File: src/logic/tmr3_regs.svh
// Register indices, field positions, reset values and limits of the third timer.
// Function
// - Count is two cascaded bytes, low byte carrying into high byte.
// - Counter select clear counts peripheral clock; set counts count pin falling edges.
// - Run bit gates counting; clearing it stops the timer.
// - Either serial clock select forces auto-reload on overflow, ignoring capture select.
// - Capture select and trigger enable set: trigger pin falling edge captures.
// - Capture select clear: reload on overflow, and on trigger edge if enabled.
// - Trigger pin ignored unless enabled and timer not clocking the serial port.
// - Trigger edge sets external flag; interrupts only with down-count enable clear; software clears.
// - Overflow flag set only with both serial selects clear; software clears it.
// - Serial selects route this overflow instead of the other timer's as clocks.
// - Up/down with direction high counts up; overflow sets flag, loads reload.
// - Direction low counts down; count equal reload underflows, flags, loads FFFFh.
// - Up/down mode toggles external flag on every wrap, never interrupting.
// - Clock-out drives 50% square wave on count pin, reloading each overflow.
// - Clock-out increments at half peripheral clock: f / (4 x (65536 - reload)).
// - Clock-out mode raises no interrupts from timer overflows.
// - Baud generation and clock-out may run together from shared reload registers.
// - Control register resets to zero and supports single-bit writes.
// - Down-count enable turns auto-reload into up/down counting.
// - Output enable turns count pin into the clock output.
`ifndef TMR3_REGS_SVH
`define TMR3_REGS_SVH
`define TMR3_ADDR_W       12
`define TMR3_IDX_CTRL     10'h0C8
`define TMR3_IDX_MODE     10'h0C9
`define TMR3_IDX_CNT_LO   10'h0CA
`define TMR3_IDX_CNT_HI   10'h0CB
`define TMR3_IDX_RLD_LO   10'h0CC
`define TMR3_IDX_RLD_HI   10'h0CD
`define TMR3_IDX_BITOP    10'h0CE
`define TMR3_CTRL_RESET   8'h00
`define TMR3_MODE_RESET   2'h0
`define TMR3_CTRL_TF      7
`define TMR3_CTRL_EXF     6
`define TMR3_CTRL_RCLK    5
`define TMR3_CTRL_SERIAL_TX_CLOCK_SELECT    4
`define TMR3_CTRL_EXEN    3
`define TMR3_CTRL_RUN     2
`define TMR3_CTRL_CSEL    1
`define TMR3_CTRL_CPRL    0
`define TMR3_MODE_DOWN_COUNT_ENABLE    0
`define TMR3_MODE_OE      1
`define TMR3_BITOP_VAL    3
`define TMR3_CNT_MAX      16'hFFFF
`define TMR3_CNT_ZERO     16'h0000
`define TMR3_CNT_ONE      16'h0001
`define TMR3_RESP_OKAY    2'h0
`define TMR3_RESP_SLVERR  2'h2
`endif

File: src/logic/tmr3_pkg.sv
// Types shared by the third timer's modules.
package tmr3_pkg;
   typedef enum logic [1:0] {
      st_idle = 2'h1,
      st_resp = 2'h2
   } tmr3_bus_state_type;
endpackage

File: src/logic/tmr3_pin_sync.sv
// Two-stage pin synchronisers with falling-edge detection.
`timescale 1ns/1ps
module tmr3_pin_sync #(
   parameter int W = 2
) (
   input  wire logic         aclk,
   input  wire logic         aresetn,
   input  wire logic [W-1:0] pin_in,
   output logic      [W-1:0] level,
   output logic      [W-1:0] fall
);
   // ==========================================================
   // Synchroniser chain per pin
   genvar i;
   generate
      for (i = 0; i < W; i = i + 1) begin : g_pin
         logic s1_reg;
         logic s2_reg;
         logic s3_reg;
         // Idle pins read high, so reset to one avoids a false edge.
         always_ff @(posedge aclk) begin
            if (!aresetn) begin
               s1_reg <= 1'h1;
               s2_reg <= 1'h1;
               s3_reg <= 1'h1;
            end else begin
               s1_reg <= pin_in[i];
               s2_reg <= s1_reg;
               s3_reg <= s2_reg;
            end
         end
         assign level[i] = s2_reg;
         assign fall[i]  = s3_reg & ~s2_reg;
      end
   endgenerate
endmodule

File: src/logic/tmr3_timer.sv
// Third timer/counter with capture, up/down reload, baud and clock-out, AXI4-Lite slave.
//
// Local design decision: the AXI4-Lite slave port.
`timescale 1ns/1ps
`include "tmr3_regs.svh"
module tmr3_timer (
   input  wire logic                    aclk,
   input  wire logic                    aresetn,
   input  wire logic [`TMR3_ADDR_W-1:0] awaddr,
   input  wire logic                    awvalid,
   output logic                         awready,
   input  wire logic [31:0]             wdata,
   input  wire logic [3:0]              wstrb,
   input  wire logic                    wvalid,
   output logic                         wready,
   output logic [1:0]                   bresp,
   output logic                         bvalid,
   input  wire logic                    bready,
   input  wire logic [`TMR3_ADDR_W-1:0] araddr,
   input  wire logic                    arvalid,
   output logic                         arready,
   output logic [31:0]                  rdata,
   output logic [1:0]                   rresp,
   output logic                         rvalid,
   input  wire logic                    rready,
   input  wire logic                    count_clockout_pin_in,
   output logic                         count_clockout_pin_out,
   output logic                         count_clockout_pin_oe_n,
   input  wire logic                    trigger_direction_pin_in,
   input  wire logic                    timer_one_overflow,
   output logic                         rx_baud_tick,
   output logic                         tx_baud_tick,
   output logic                         timer_irq
);
   // ==========================================================
   // Declarations
   tmr3_pkg::tmr3_bus_state_type wr_state_reg;
   tmr3_pkg::tmr3_bus_state_type rd_state_reg;
   logic [`TMR3_ADDR_W-1:0] aw_addr_reg;
   logic [7:0]              w_data_reg;
   logic [2:0]              w_bit_reg;
   logic                    w_lane_reg;
   logic                    aw_full_reg;
   logic                    w_full_reg;
   logic                    wr_do;
   logic                    wr_ok;
   logic                    wr_hit;
   logic [9:0]              wr_idx;
   logic                    ctrl_wr;
   logic                    cnt_wr;
   logic                    rld_wr;
   logic [31:0]             rd_data;
   logic                    rd_hit;
   logic [7:0]              timer_three_control_reg;
   logic [7:0]              ctrl_next;
   logic [1:0]              timer_three_mode_reg;
   logic [7:0]              count_low_byte_reg;
   logic [7:0]              count_high_byte_reg;
   logic [7:0]              reload_capture_low_reg;
   logic [7:0]              reload_capture_high_reg;
   logic [15:0]             cnt;
   logic [15:0]             rld;
   logic [15:0]             cnt_next;
   logic                    half_reg;
   logic [1:0]              pin_lvl;
   logic [1:0]              pin_fall;
   logic                    run_bit;
   logic                    counter_select;
   logic                    capture_reload_select;
   logic                    external_trigger_enable;
   logic                    serial_rx_clock_select;
   logic                    serial_tx_clock_select;
   logic                    overflow_flag;
   logic                    external_flag;
   logic                    down_count_enable;
   logic                    clock_output_enable;
   logic                    baud;
   logic                    updown;
   logic                    up_dir;
   logic                    tick;
   logic                    ovf;
   logic                    reload_mode;
   logic                    trig;
   logic                    cap;
   logic                    trig_rl;

   assign run_bit                 = timer_three_control_reg[`TMR3_CTRL_RUN];
   assign counter_select          = timer_three_control_reg[`TMR3_CTRL_CSEL];
   assign capture_reload_select   = timer_three_control_reg[`TMR3_CTRL_CPRL];
   assign external_trigger_enable = timer_three_control_reg[`TMR3_CTRL_EXEN];
   assign serial_rx_clock_select  = timer_three_control_reg[`TMR3_CTRL_RCLK];
   assign serial_tx_clock_select  = timer_three_control_reg[`TMR3_CTRL_SERIAL_TX_CLOCK_SELECT];
   assign overflow_flag           = timer_three_control_reg[`TMR3_CTRL_TF];
   assign external_flag           = timer_three_control_reg[`TMR3_CTRL_EXF];
   assign down_count_enable       = timer_three_mode_reg[`TMR3_MODE_DOWN_COUNT_ENABLE];
   assign clock_output_enable     = timer_three_mode_reg[`TMR3_MODE_OE];

   // ==========================================================
   // Pin synchronisers
   tmr3_pin_sync #(
      .W (2)
   ) u_sync (
      .aclk    (aclk),
      .aresetn (aresetn),
      .pin_in  ({trigger_direction_pin_in, count_clockout_pin_in}),
      .level   (pin_lvl),
      .fall    (pin_fall)
   );

   // ==========================================================
   // AXI4-Lite write channel
   assign wr_do   = aw_full_reg & w_full_reg & (wr_state_reg == tmr3_pkg::st_idle);
   assign wr_idx  = aw_addr_reg[`TMR3_ADDR_W-1:2];
   assign wr_hit  = (wr_idx >= `TMR3_IDX_CTRL) && (wr_idx <= `TMR3_IDX_BITOP);
   assign wr_ok   = wr_do & w_lane_reg;
   assign ctrl_wr = wr_ok & ((wr_idx == `TMR3_IDX_CTRL) || (wr_idx == `TMR3_IDX_BITOP));
   assign cnt_wr  = wr_ok & ((wr_idx == `TMR3_IDX_CNT_LO) || (wr_idx == `TMR3_IDX_CNT_HI));
   assign rld_wr  = wr_ok & ((wr_idx == `TMR3_IDX_RLD_LO) || (wr_idx == `TMR3_IDX_RLD_HI));

   always_ff @(posedge aclk) begin
      if (!aresetn) begin
         aw_full_reg <= 1'h0;
         awready     <= 1'h0;
         aw_addr_reg <= '0;
      end else if (awvalid && awready) begin
         aw_full_reg <= 1'h1;
         awready     <= 1'h0;
         aw_addr_reg <= awaddr;
      end else if (wr_do) begin
         aw_full_reg <= 1'h0;
         awready     <= 1'h1;
      end else if (!aw_full_reg) begin
         awready     <= 1'h1;
      end
   end

   always_ff @(posedge aclk) begin
      if (!aresetn) begin
         w_full_reg <= 1'h0;
         wready     <= 1'h0;
         w_data_reg <= 8'h00;
         w_bit_reg  <= 3'h0;
         w_lane_reg <= 1'h0;
      end else if (wvalid && wready) begin
         w_full_reg <= 1'h1;
         wready     <= 1'h0;
         w_data_reg <= wdata[7:0];
         w_bit_reg  <= wdata[2:0];
         w_lane_reg <= wstrb[0];
      end else if (wr_do) begin
         w_full_reg <= 1'h0;
         wready     <= 1'h1;
      end else if (!w_full_reg) begin
         wready     <= 1'h1;
      end
   end

   always_ff @(posedge aclk) begin
      if (!aresetn) begin
         wr_state_reg <= tmr3_pkg::st_idle;
         bvalid       <= 1'h0;
         bresp        <= `TMR3_RESP_OKAY;
      end else begin
         case (wr_state_reg)
            tmr3_pkg::st_idle: begin
               if (wr_do) begin
                  bvalid       <= 1'h1;
                  bresp        <= wr_hit ? `TMR3_RESP_OKAY : `TMR3_RESP_SLVERR;
                  wr_state_reg <= tmr3_pkg::st_resp;
               end
            end
            tmr3_pkg::st_resp: begin
               if (bready) begin
                  bvalid       <= 1'h0;
                  wr_state_reg <= tmr3_pkg::st_idle;
               end
            end
            default: begin
               bvalid       <= 1'h0;
               wr_state_reg <= tmr3_pkg::st_idle;
            end
         endcase
      end
   end

   // ==========================================================
   // AXI4-Lite read channel
   always_comb begin
      rd_data = 32'h0000_0000;
      rd_hit  = 1'h1;
      case (araddr[`TMR3_ADDR_W-1:2])
         `TMR3_IDX_CTRL:   rd_data[7:0] = timer_three_control_reg;
         `TMR3_IDX_MODE:   rd_data[1:0] = timer_three_mode_reg;
         `TMR3_IDX_CNT_LO: rd_data[7:0] = count_low_byte_reg;
         `TMR3_IDX_CNT_HI: rd_data[7:0] = count_high_byte_reg;
         `TMR3_IDX_RLD_LO: rd_data[7:0] = reload_capture_low_reg;
         `TMR3_IDX_RLD_HI: rd_data[7:0] = reload_capture_high_reg;
         `TMR3_IDX_BITOP:  rd_data[7:0] = 8'h00;
         default:          rd_hit = 1'h0;
      endcase
   end

   always_ff @(posedge aclk) begin
      if (!aresetn) begin
         rd_state_reg <= tmr3_pkg::st_idle;
         arready      <= 1'h0;
         rvalid       <= 1'h0;
         rdata        <= 32'h0000_0000;
         rresp        <= `TMR3_RESP_OKAY;
      end else begin
         case (rd_state_reg)
            tmr3_pkg::st_idle: begin
               if (arvalid && arready) begin
                  arready      <= 1'h0;
                  rvalid       <= 1'h1;
                  rdata        <= rd_data;
                  rresp        <= rd_hit ? `TMR3_RESP_OKAY : `TMR3_RESP_SLVERR;
                  rd_state_reg <= tmr3_pkg::st_resp;
               end else begin
                  arready      <= 1'h1;
               end
            end
            tmr3_pkg::st_resp: begin
               if (rready) begin
                  rvalid       <= 1'h0;
                  arready      <= 1'h1;
                  rd_state_reg <= tmr3_pkg::st_idle;
               end
            end
            default: begin
               rvalid       <= 1'h0;
               rd_state_reg <= tmr3_pkg::st_idle;
            end
         endcase
      end
   end

   // ==========================================================
   // Count engine
   assign cnt    = {count_high_byte_reg, count_low_byte_reg};
   assign rld    = {reload_capture_high_reg, reload_capture_low_reg};
   assign baud   = serial_rx_clock_select | serial_tx_clock_select;
   assign updown = down_count_enable & ~capture_reload_select & ~baud;
   assign up_dir = ~updown | pin_lvl[1];
   assign tick   = run_bit & (clock_output_enable ? half_reg
                                                  : (counter_select ? pin_fall[0] : 1'h1));
   assign ovf    = tick & (up_dir ? (cnt == `TMR3_CNT_MAX) : (cnt == rld));
   assign reload_mode = baud | ~capture_reload_select | clock_output_enable;
   assign trig    = external_trigger_enable & ~baud & ~updown & pin_fall[1];
   assign cap     = trig & capture_reload_select;
   assign trig_rl = trig & ~capture_reload_select;

   always_comb begin
      cnt_next = cnt;
      if (trig_rl) begin
         cnt_next = rld;
      end else if (ovf) begin
         if (!up_dir) begin
            cnt_next = `TMR3_CNT_MAX;
         end else if (reload_mode) begin
            cnt_next = rld;
         end else begin
            cnt_next = `TMR3_CNT_ZERO;
         end
      end else if (tick) begin
         cnt_next = up_dir ? cnt + `TMR3_CNT_ONE : cnt - `TMR3_CNT_ONE;
      end
   end

   // Software writes win over the engine so a loaded value is never lost.
   always_ff @(posedge aclk) begin
      if (!aresetn) begin
         count_low_byte_reg  <= 8'h00;
         count_high_byte_reg <= 8'h00;
      end else begin
         count_low_byte_reg  <= cnt_next[7:0];
         count_high_byte_reg <= cnt_next[15:8];
         if (wr_ok && wr_idx == `TMR3_IDX_CNT_LO) begin
            count_low_byte_reg <= w_data_reg;
         end
         if (wr_ok && wr_idx == `TMR3_IDX_CNT_HI) begin
            count_high_byte_reg <= w_data_reg;
         end
      end
   end

   always_ff @(posedge aclk) begin
      if (!aresetn) begin
         reload_capture_low_reg  <= 8'h00;
         reload_capture_high_reg <= 8'h00;
      end else if (cap) begin
         reload_capture_low_reg  <= count_low_byte_reg;
         reload_capture_high_reg <= count_high_byte_reg;
      end else if (wr_ok && wr_idx == `TMR3_IDX_RLD_LO) begin
         reload_capture_low_reg  <= w_data_reg;
      end else if (wr_ok && wr_idx == `TMR3_IDX_RLD_HI) begin
         reload_capture_high_reg <= w_data_reg;
      end
   end

   // ==========================================================
   // Control and mode registers
   always_comb begin
      ctrl_next = timer_three_control_reg;
      if (wr_ok && wr_idx == `TMR3_IDX_CTRL) begin
         ctrl_next = w_data_reg;
      end else if (wr_ok && wr_idx == `TMR3_IDX_BITOP) begin
         ctrl_next[w_bit_reg] = w_data_reg[`TMR3_BITOP_VAL];
      end
   end

   // Hardware set is ORed after the software value so a same-cycle clear never loses it.
   always_ff @(posedge aclk) begin
      if (!aresetn) begin
         timer_three_control_reg <= `TMR3_CTRL_RESET;
      end else begin
         timer_three_control_reg <= ctrl_next;
         timer_three_control_reg[`TMR3_CTRL_TF] <= ctrl_next[`TMR3_CTRL_TF] | (ovf & ~baud);
         timer_three_control_reg[`TMR3_CTRL_EXF] <=
            (ctrl_next[`TMR3_CTRL_EXF] | trig) ^ (ovf & updown);
      end
   end

   always_ff @(posedge aclk) begin
      if (!aresetn) begin
         timer_three_mode_reg <= `TMR3_MODE_RESET;
      end else if (wr_ok && wr_idx == `TMR3_IDX_MODE) begin
         timer_three_mode_reg <= w_data_reg[1:0];
      end
   end

   // ==========================================================
   // Outputs
   always_ff @(posedge aclk) begin
      if (!aresetn) begin
         half_reg                <= 1'h0;
         count_clockout_pin_out  <= 1'h1;
         count_clockout_pin_oe_n <= 1'h1;
      end else begin
         half_reg                <= clock_output_enable & run_bit & ~half_reg;
         count_clockout_pin_oe_n <= ~clock_output_enable;
         if (clock_output_enable && ovf) begin
            count_clockout_pin_out <= ~count_clockout_pin_out;
         end
      end
   end

   always_ff @(posedge aclk) begin
      if (!aresetn) begin
         rx_baud_tick <= 1'h0;
         tx_baud_tick <= 1'h0;
         timer_irq    <= 1'h0;
      end else begin
         rx_baud_tick <= serial_rx_clock_select ? ovf : timer_one_overflow;
         tx_baud_tick <= serial_tx_clock_select ? ovf : timer_one_overflow;
         timer_irq    <= (overflow_flag & ~clock_output_enable)
                       | (external_flag & ~down_count_enable);
      end
   end
endmodule

File: config.mk
export PLATFORM = sky130hd
export DESIGN_NAME = tmr3_timer
export DESIGN_NICKNAME = d
export VERILOG_FILES = /design/src/logic/tmr3_pkg.sv /design/src/logic/tmr3_pin_sync.sv /design/src/logic/tmr3_timer.sv
export VERILOG_INCLUDE_DIRS = /design/src /design/src/logic
export SDC_FILE = /design/constraint.sdc
export NUM_CORES = 1
export LEC_CHECK = 0
export BUFFER_PORTS_ARGS = -buffer_cell sky130_fd_sc_hd__buf_2
export CORE_MARGIN = 2
export CORE_UTILIZATION = 60
export CTS_CLUSTER_SIZE = 40
export DETAILED_ROUTE_END_ITERATION = 7
export PLACE_DENSITY = 0.94
export SLEW_MARGIN = 5
export SYNTH_ARGS = -nofsm -noshare
export SYNTH_HDL_FRONTEND = slang
export SYNTH_SLANG_ARGS = --single-unit
File: constraint.sdc
create_clock -name aclk -period 4.75 [get_ports aclk]
set_input_delay 1.425 -clock aclk [delete_from_list [all_inputs] [get_ports aclk]]
set_output_delay 1.425 -clock aclk [all_outputs]
set_load 0.01 [all_outputs]
==> impl_metrics.py <==
metrics = {
    "logic_synthesis": {
        "yosys.area.top_type": "dfxtp_1",
        "synth_enable_flop_cells": 0,
        "yosysSeqAreaShare_pct": 32.1,
        "synthTopCellsByArea": "dfxtp_1 (32%), a21oi_1 (6.1%), nand2_1 (6.0%)",
        "synth.avg_cell_area_um2": 7.50,
        "synth_common_cells": "dfxtp_1 (92), nand2_1 (92), a21oi_1 (70)",
        "syn_area_um2": 5730,
        "synthCells": 765,
        "synth_seq_cells": 92,
        "async_flop_share_pct": 0,
        "dominantRegCellSynth": "dfxtp_1",
        "yosysWarningCount": 0,
        "synthDistinctLibCells": 71,
        "yosys.area.top_type_share_pct": 32.1,
    },
    "clock_tree": {
        "cts-root-buf": "clkbuf_8",
        "cts_tree": "done",
        "cts.htree.levels": 3,
        "cts_hold_buf": 0,
        "path_clk_slew_ns": 0.10,
        "cts_setup_buffers": 0,
        "cts_buffers": 9,
        "cts_num_sinks": 92,
        "post_cts_resized": 0,
        "clkLatencyLatePin_ns": 0.37,
        "clock_path_buffers": 2,
    },
    "place": {
        "dp_hpwl_mm": 12.7,
        "place_congestion": 1.07,
        "port_buffers": 58,
        "dp_cells": 903,
        "placed_area_um2": 5940,
    },
    "worst_setup_path": {
        "crit_path_end_kind": "register",
        "cpPeakStageDelay_ns": 0.79,
        "critPathBufInv": 1,
        "crit_path_top_delay_cell": "nand3_1",
        "startpoint_type": "register",
        "worstPathMaxFanout": 23,
        "critPathTopFamily": "simple AND/OR/NAND/NOR gates",
        "critPathKind": "register to register",
        "crit_arrival_ns": 4.04,
        "required_ns": 5.01,
        "path_cells": "inv_1 -> a2111o_1 -> or4_4 -> nor3_1 -> nand3_1 -> a2111oi_0 -> or3b_1 -> a21oi_1",
    },
    "cells_and_area": {
        "area_delta_synth_final_pct": 7.44,
        "drive_gt1_share_pct": 12.9,
        "nets": 856,
        "diodes": 0,
        "largest_reg_flops": 10,
        "finalInstanceArea_um2": 6160,
        "finalNonFillerCells": 919,
    },
    "timing": {
        "clock.fmax_mhz": 265,
        "relSlewSlack_pct": 24.2,
        "finalHoldViolations": 0,
        "setup_tns_ns": 0,
        "min_period_ns": 3.78,
        "period_share_pct": 79.6,
        "slew_violations": 0,
        "worst_pin_slew_ns": 1.13,
        "finalSetupViolCount": 0,
        "rsz0062_at_grt": "no",
        "fin_skew_ns": 0.0102,
    },
    "routing": {
        "vias_per_cell": 6.64,
        "drt_iter0_drc": 686,
        "vias": 6104,
        "avgRoutedWirePerCell_um": 19.5,
        "routed_wl_mm": 17.9,
        "dr.pass1.iters": 7,
        "ant_nets": 0,
        "drc_errors": 0,
    },
    "floorplan": {
        "core_area_um2": 9240,
        "start_util_pct": 62.1,
        "die_w_um": 102,
        "rows": 35,
        "dieArea_um2": 10400,
        "pin_count": 116,
        "die_height_um": 102,
    },
    "grt": {
        "overflow": 0,
        "grt_pass1_wl_mm": 28.2,
        "track_usage_pct": 35.0,
        "grt_start_max_net_pins": 38,
        "grt_pass1_vias": 5543,
        "antenna_found_initial": 0,
    },
    "power_and_ir_drop": {
        "p_per_area_nw_per_um2": 250,
        "ir_drop_v": 0.000224,
        "p_total_mw": 1.54,
        "p_leak_nw": 2.30,
    },
    "run": {
        "cap_violations": 0,
    },
    "outcome": {
        "status": "completed",
    },
    "worst_hold_path": {
        "hold_path.class": "register to register",
    },
}
where the power goes:
group / leakage (nW) / switching, mW / internal, mW
Combinational: 1.45 / 0.0748 / 0.0426
Sequential: 0.748 / 0.0275 / 0.793
Clock: 0.107 / 0.300 / 0.301
cells by family (layout without fill, tap and decap cells):
| kind of cell | Yosys count | in the layout | synth area share (%) |
|---|---|---|---|
| buffers and inverters | 107 | 107 | 8.82 |
| AND/OR/NAND/NOR | 302 | 302 | 26.8 |
| XOR/XNOR | 13 | 13 | 1.99 |
| adder cells (fa/ha/maj) | 1 | 1 | 0.218 |
| AO/OA/AOI/OAI | 225 | 225 | 25.8 |
| flip-flops | 92 | 92 | 32.1 |
| other | 1 | 26 | 0.0654 |
| multiplexers | 24 | 24 | 4.28 |
layer usage:
metal	share of wire [%]	global-route usage, %	vias to the layer above
li1	-	-	2779
met1	38	44.0	2787
met2	45	54.6	442
met3	11	7.87	96
met4	5.6	21.3	0
met5	0	0	-
cells in the final DEF, fill, tap and decap left out, types with 12 or more instances in the layout:
cell type,count
mux2i_1,20
nand3_1,17
a21oi_1,70
nand2_1,92
a211oi_1,18
or3_1,15
inv_1,22
nand2b_1,20
buf_2,58
dfxtp_1,92
nor2_1,61
and3_1,12
conb_1,26
o21ai_0,50
nor3_1,22
worst paths after layout:
kind / from / endpoint / slack, ns / depth (start not counted)
setup / recovery: count_high_byte_reg[0] / count_high_byte_reg[4] / 0.97 / 8
hold reg to reg: u_sync.g_pin[0].s1_reg / u_sync.g_pin[0].s2_reg / 0.42 / 1
setup reg to reg: count_high_byte_reg[0] / count_high_byte_reg[4] / 0.97 / 8
hold / removal: u_sync.g_pin[0].s1_reg / u_sync.g_pin[0].s2_reg / 0.42 / 1
final cells by class:
cell class / instances / area, µm²
clock inverters: 6 / 93.8
flip-flops and latches: 92 / 1840
multi-input cells: 591 / 3480
well taps: 129 / 161
inverters: 22 / 82.6
fillers: 772 / 3080
repair buffers: 69 / 373
clock buffers: 10 / 128
stage by stage:
stage | util [%] | hold slack (ns) | setup WS (ns)
after global placement | 64.3 | 0.392 | 1.26
after global routing | 66.7 | 0.436 | 0.706
after floorplan | - | 0.386 | 1.53
final | 66.7 | 0.418 | 0.971
after CTS | 66.7 | 0.420 | 1.07
after detailed placement | 64.3 | 0.406 | 1.10
worst reg2reg max path: cells and delay by family (launching register included):
family	cells	cell delay (ns)
compound gates	3	1.08
buf+inv	1	0.22
flops	1	0.65
simple gates	4	1.72
Note: power is estimated with default switching activity, not from simulation.
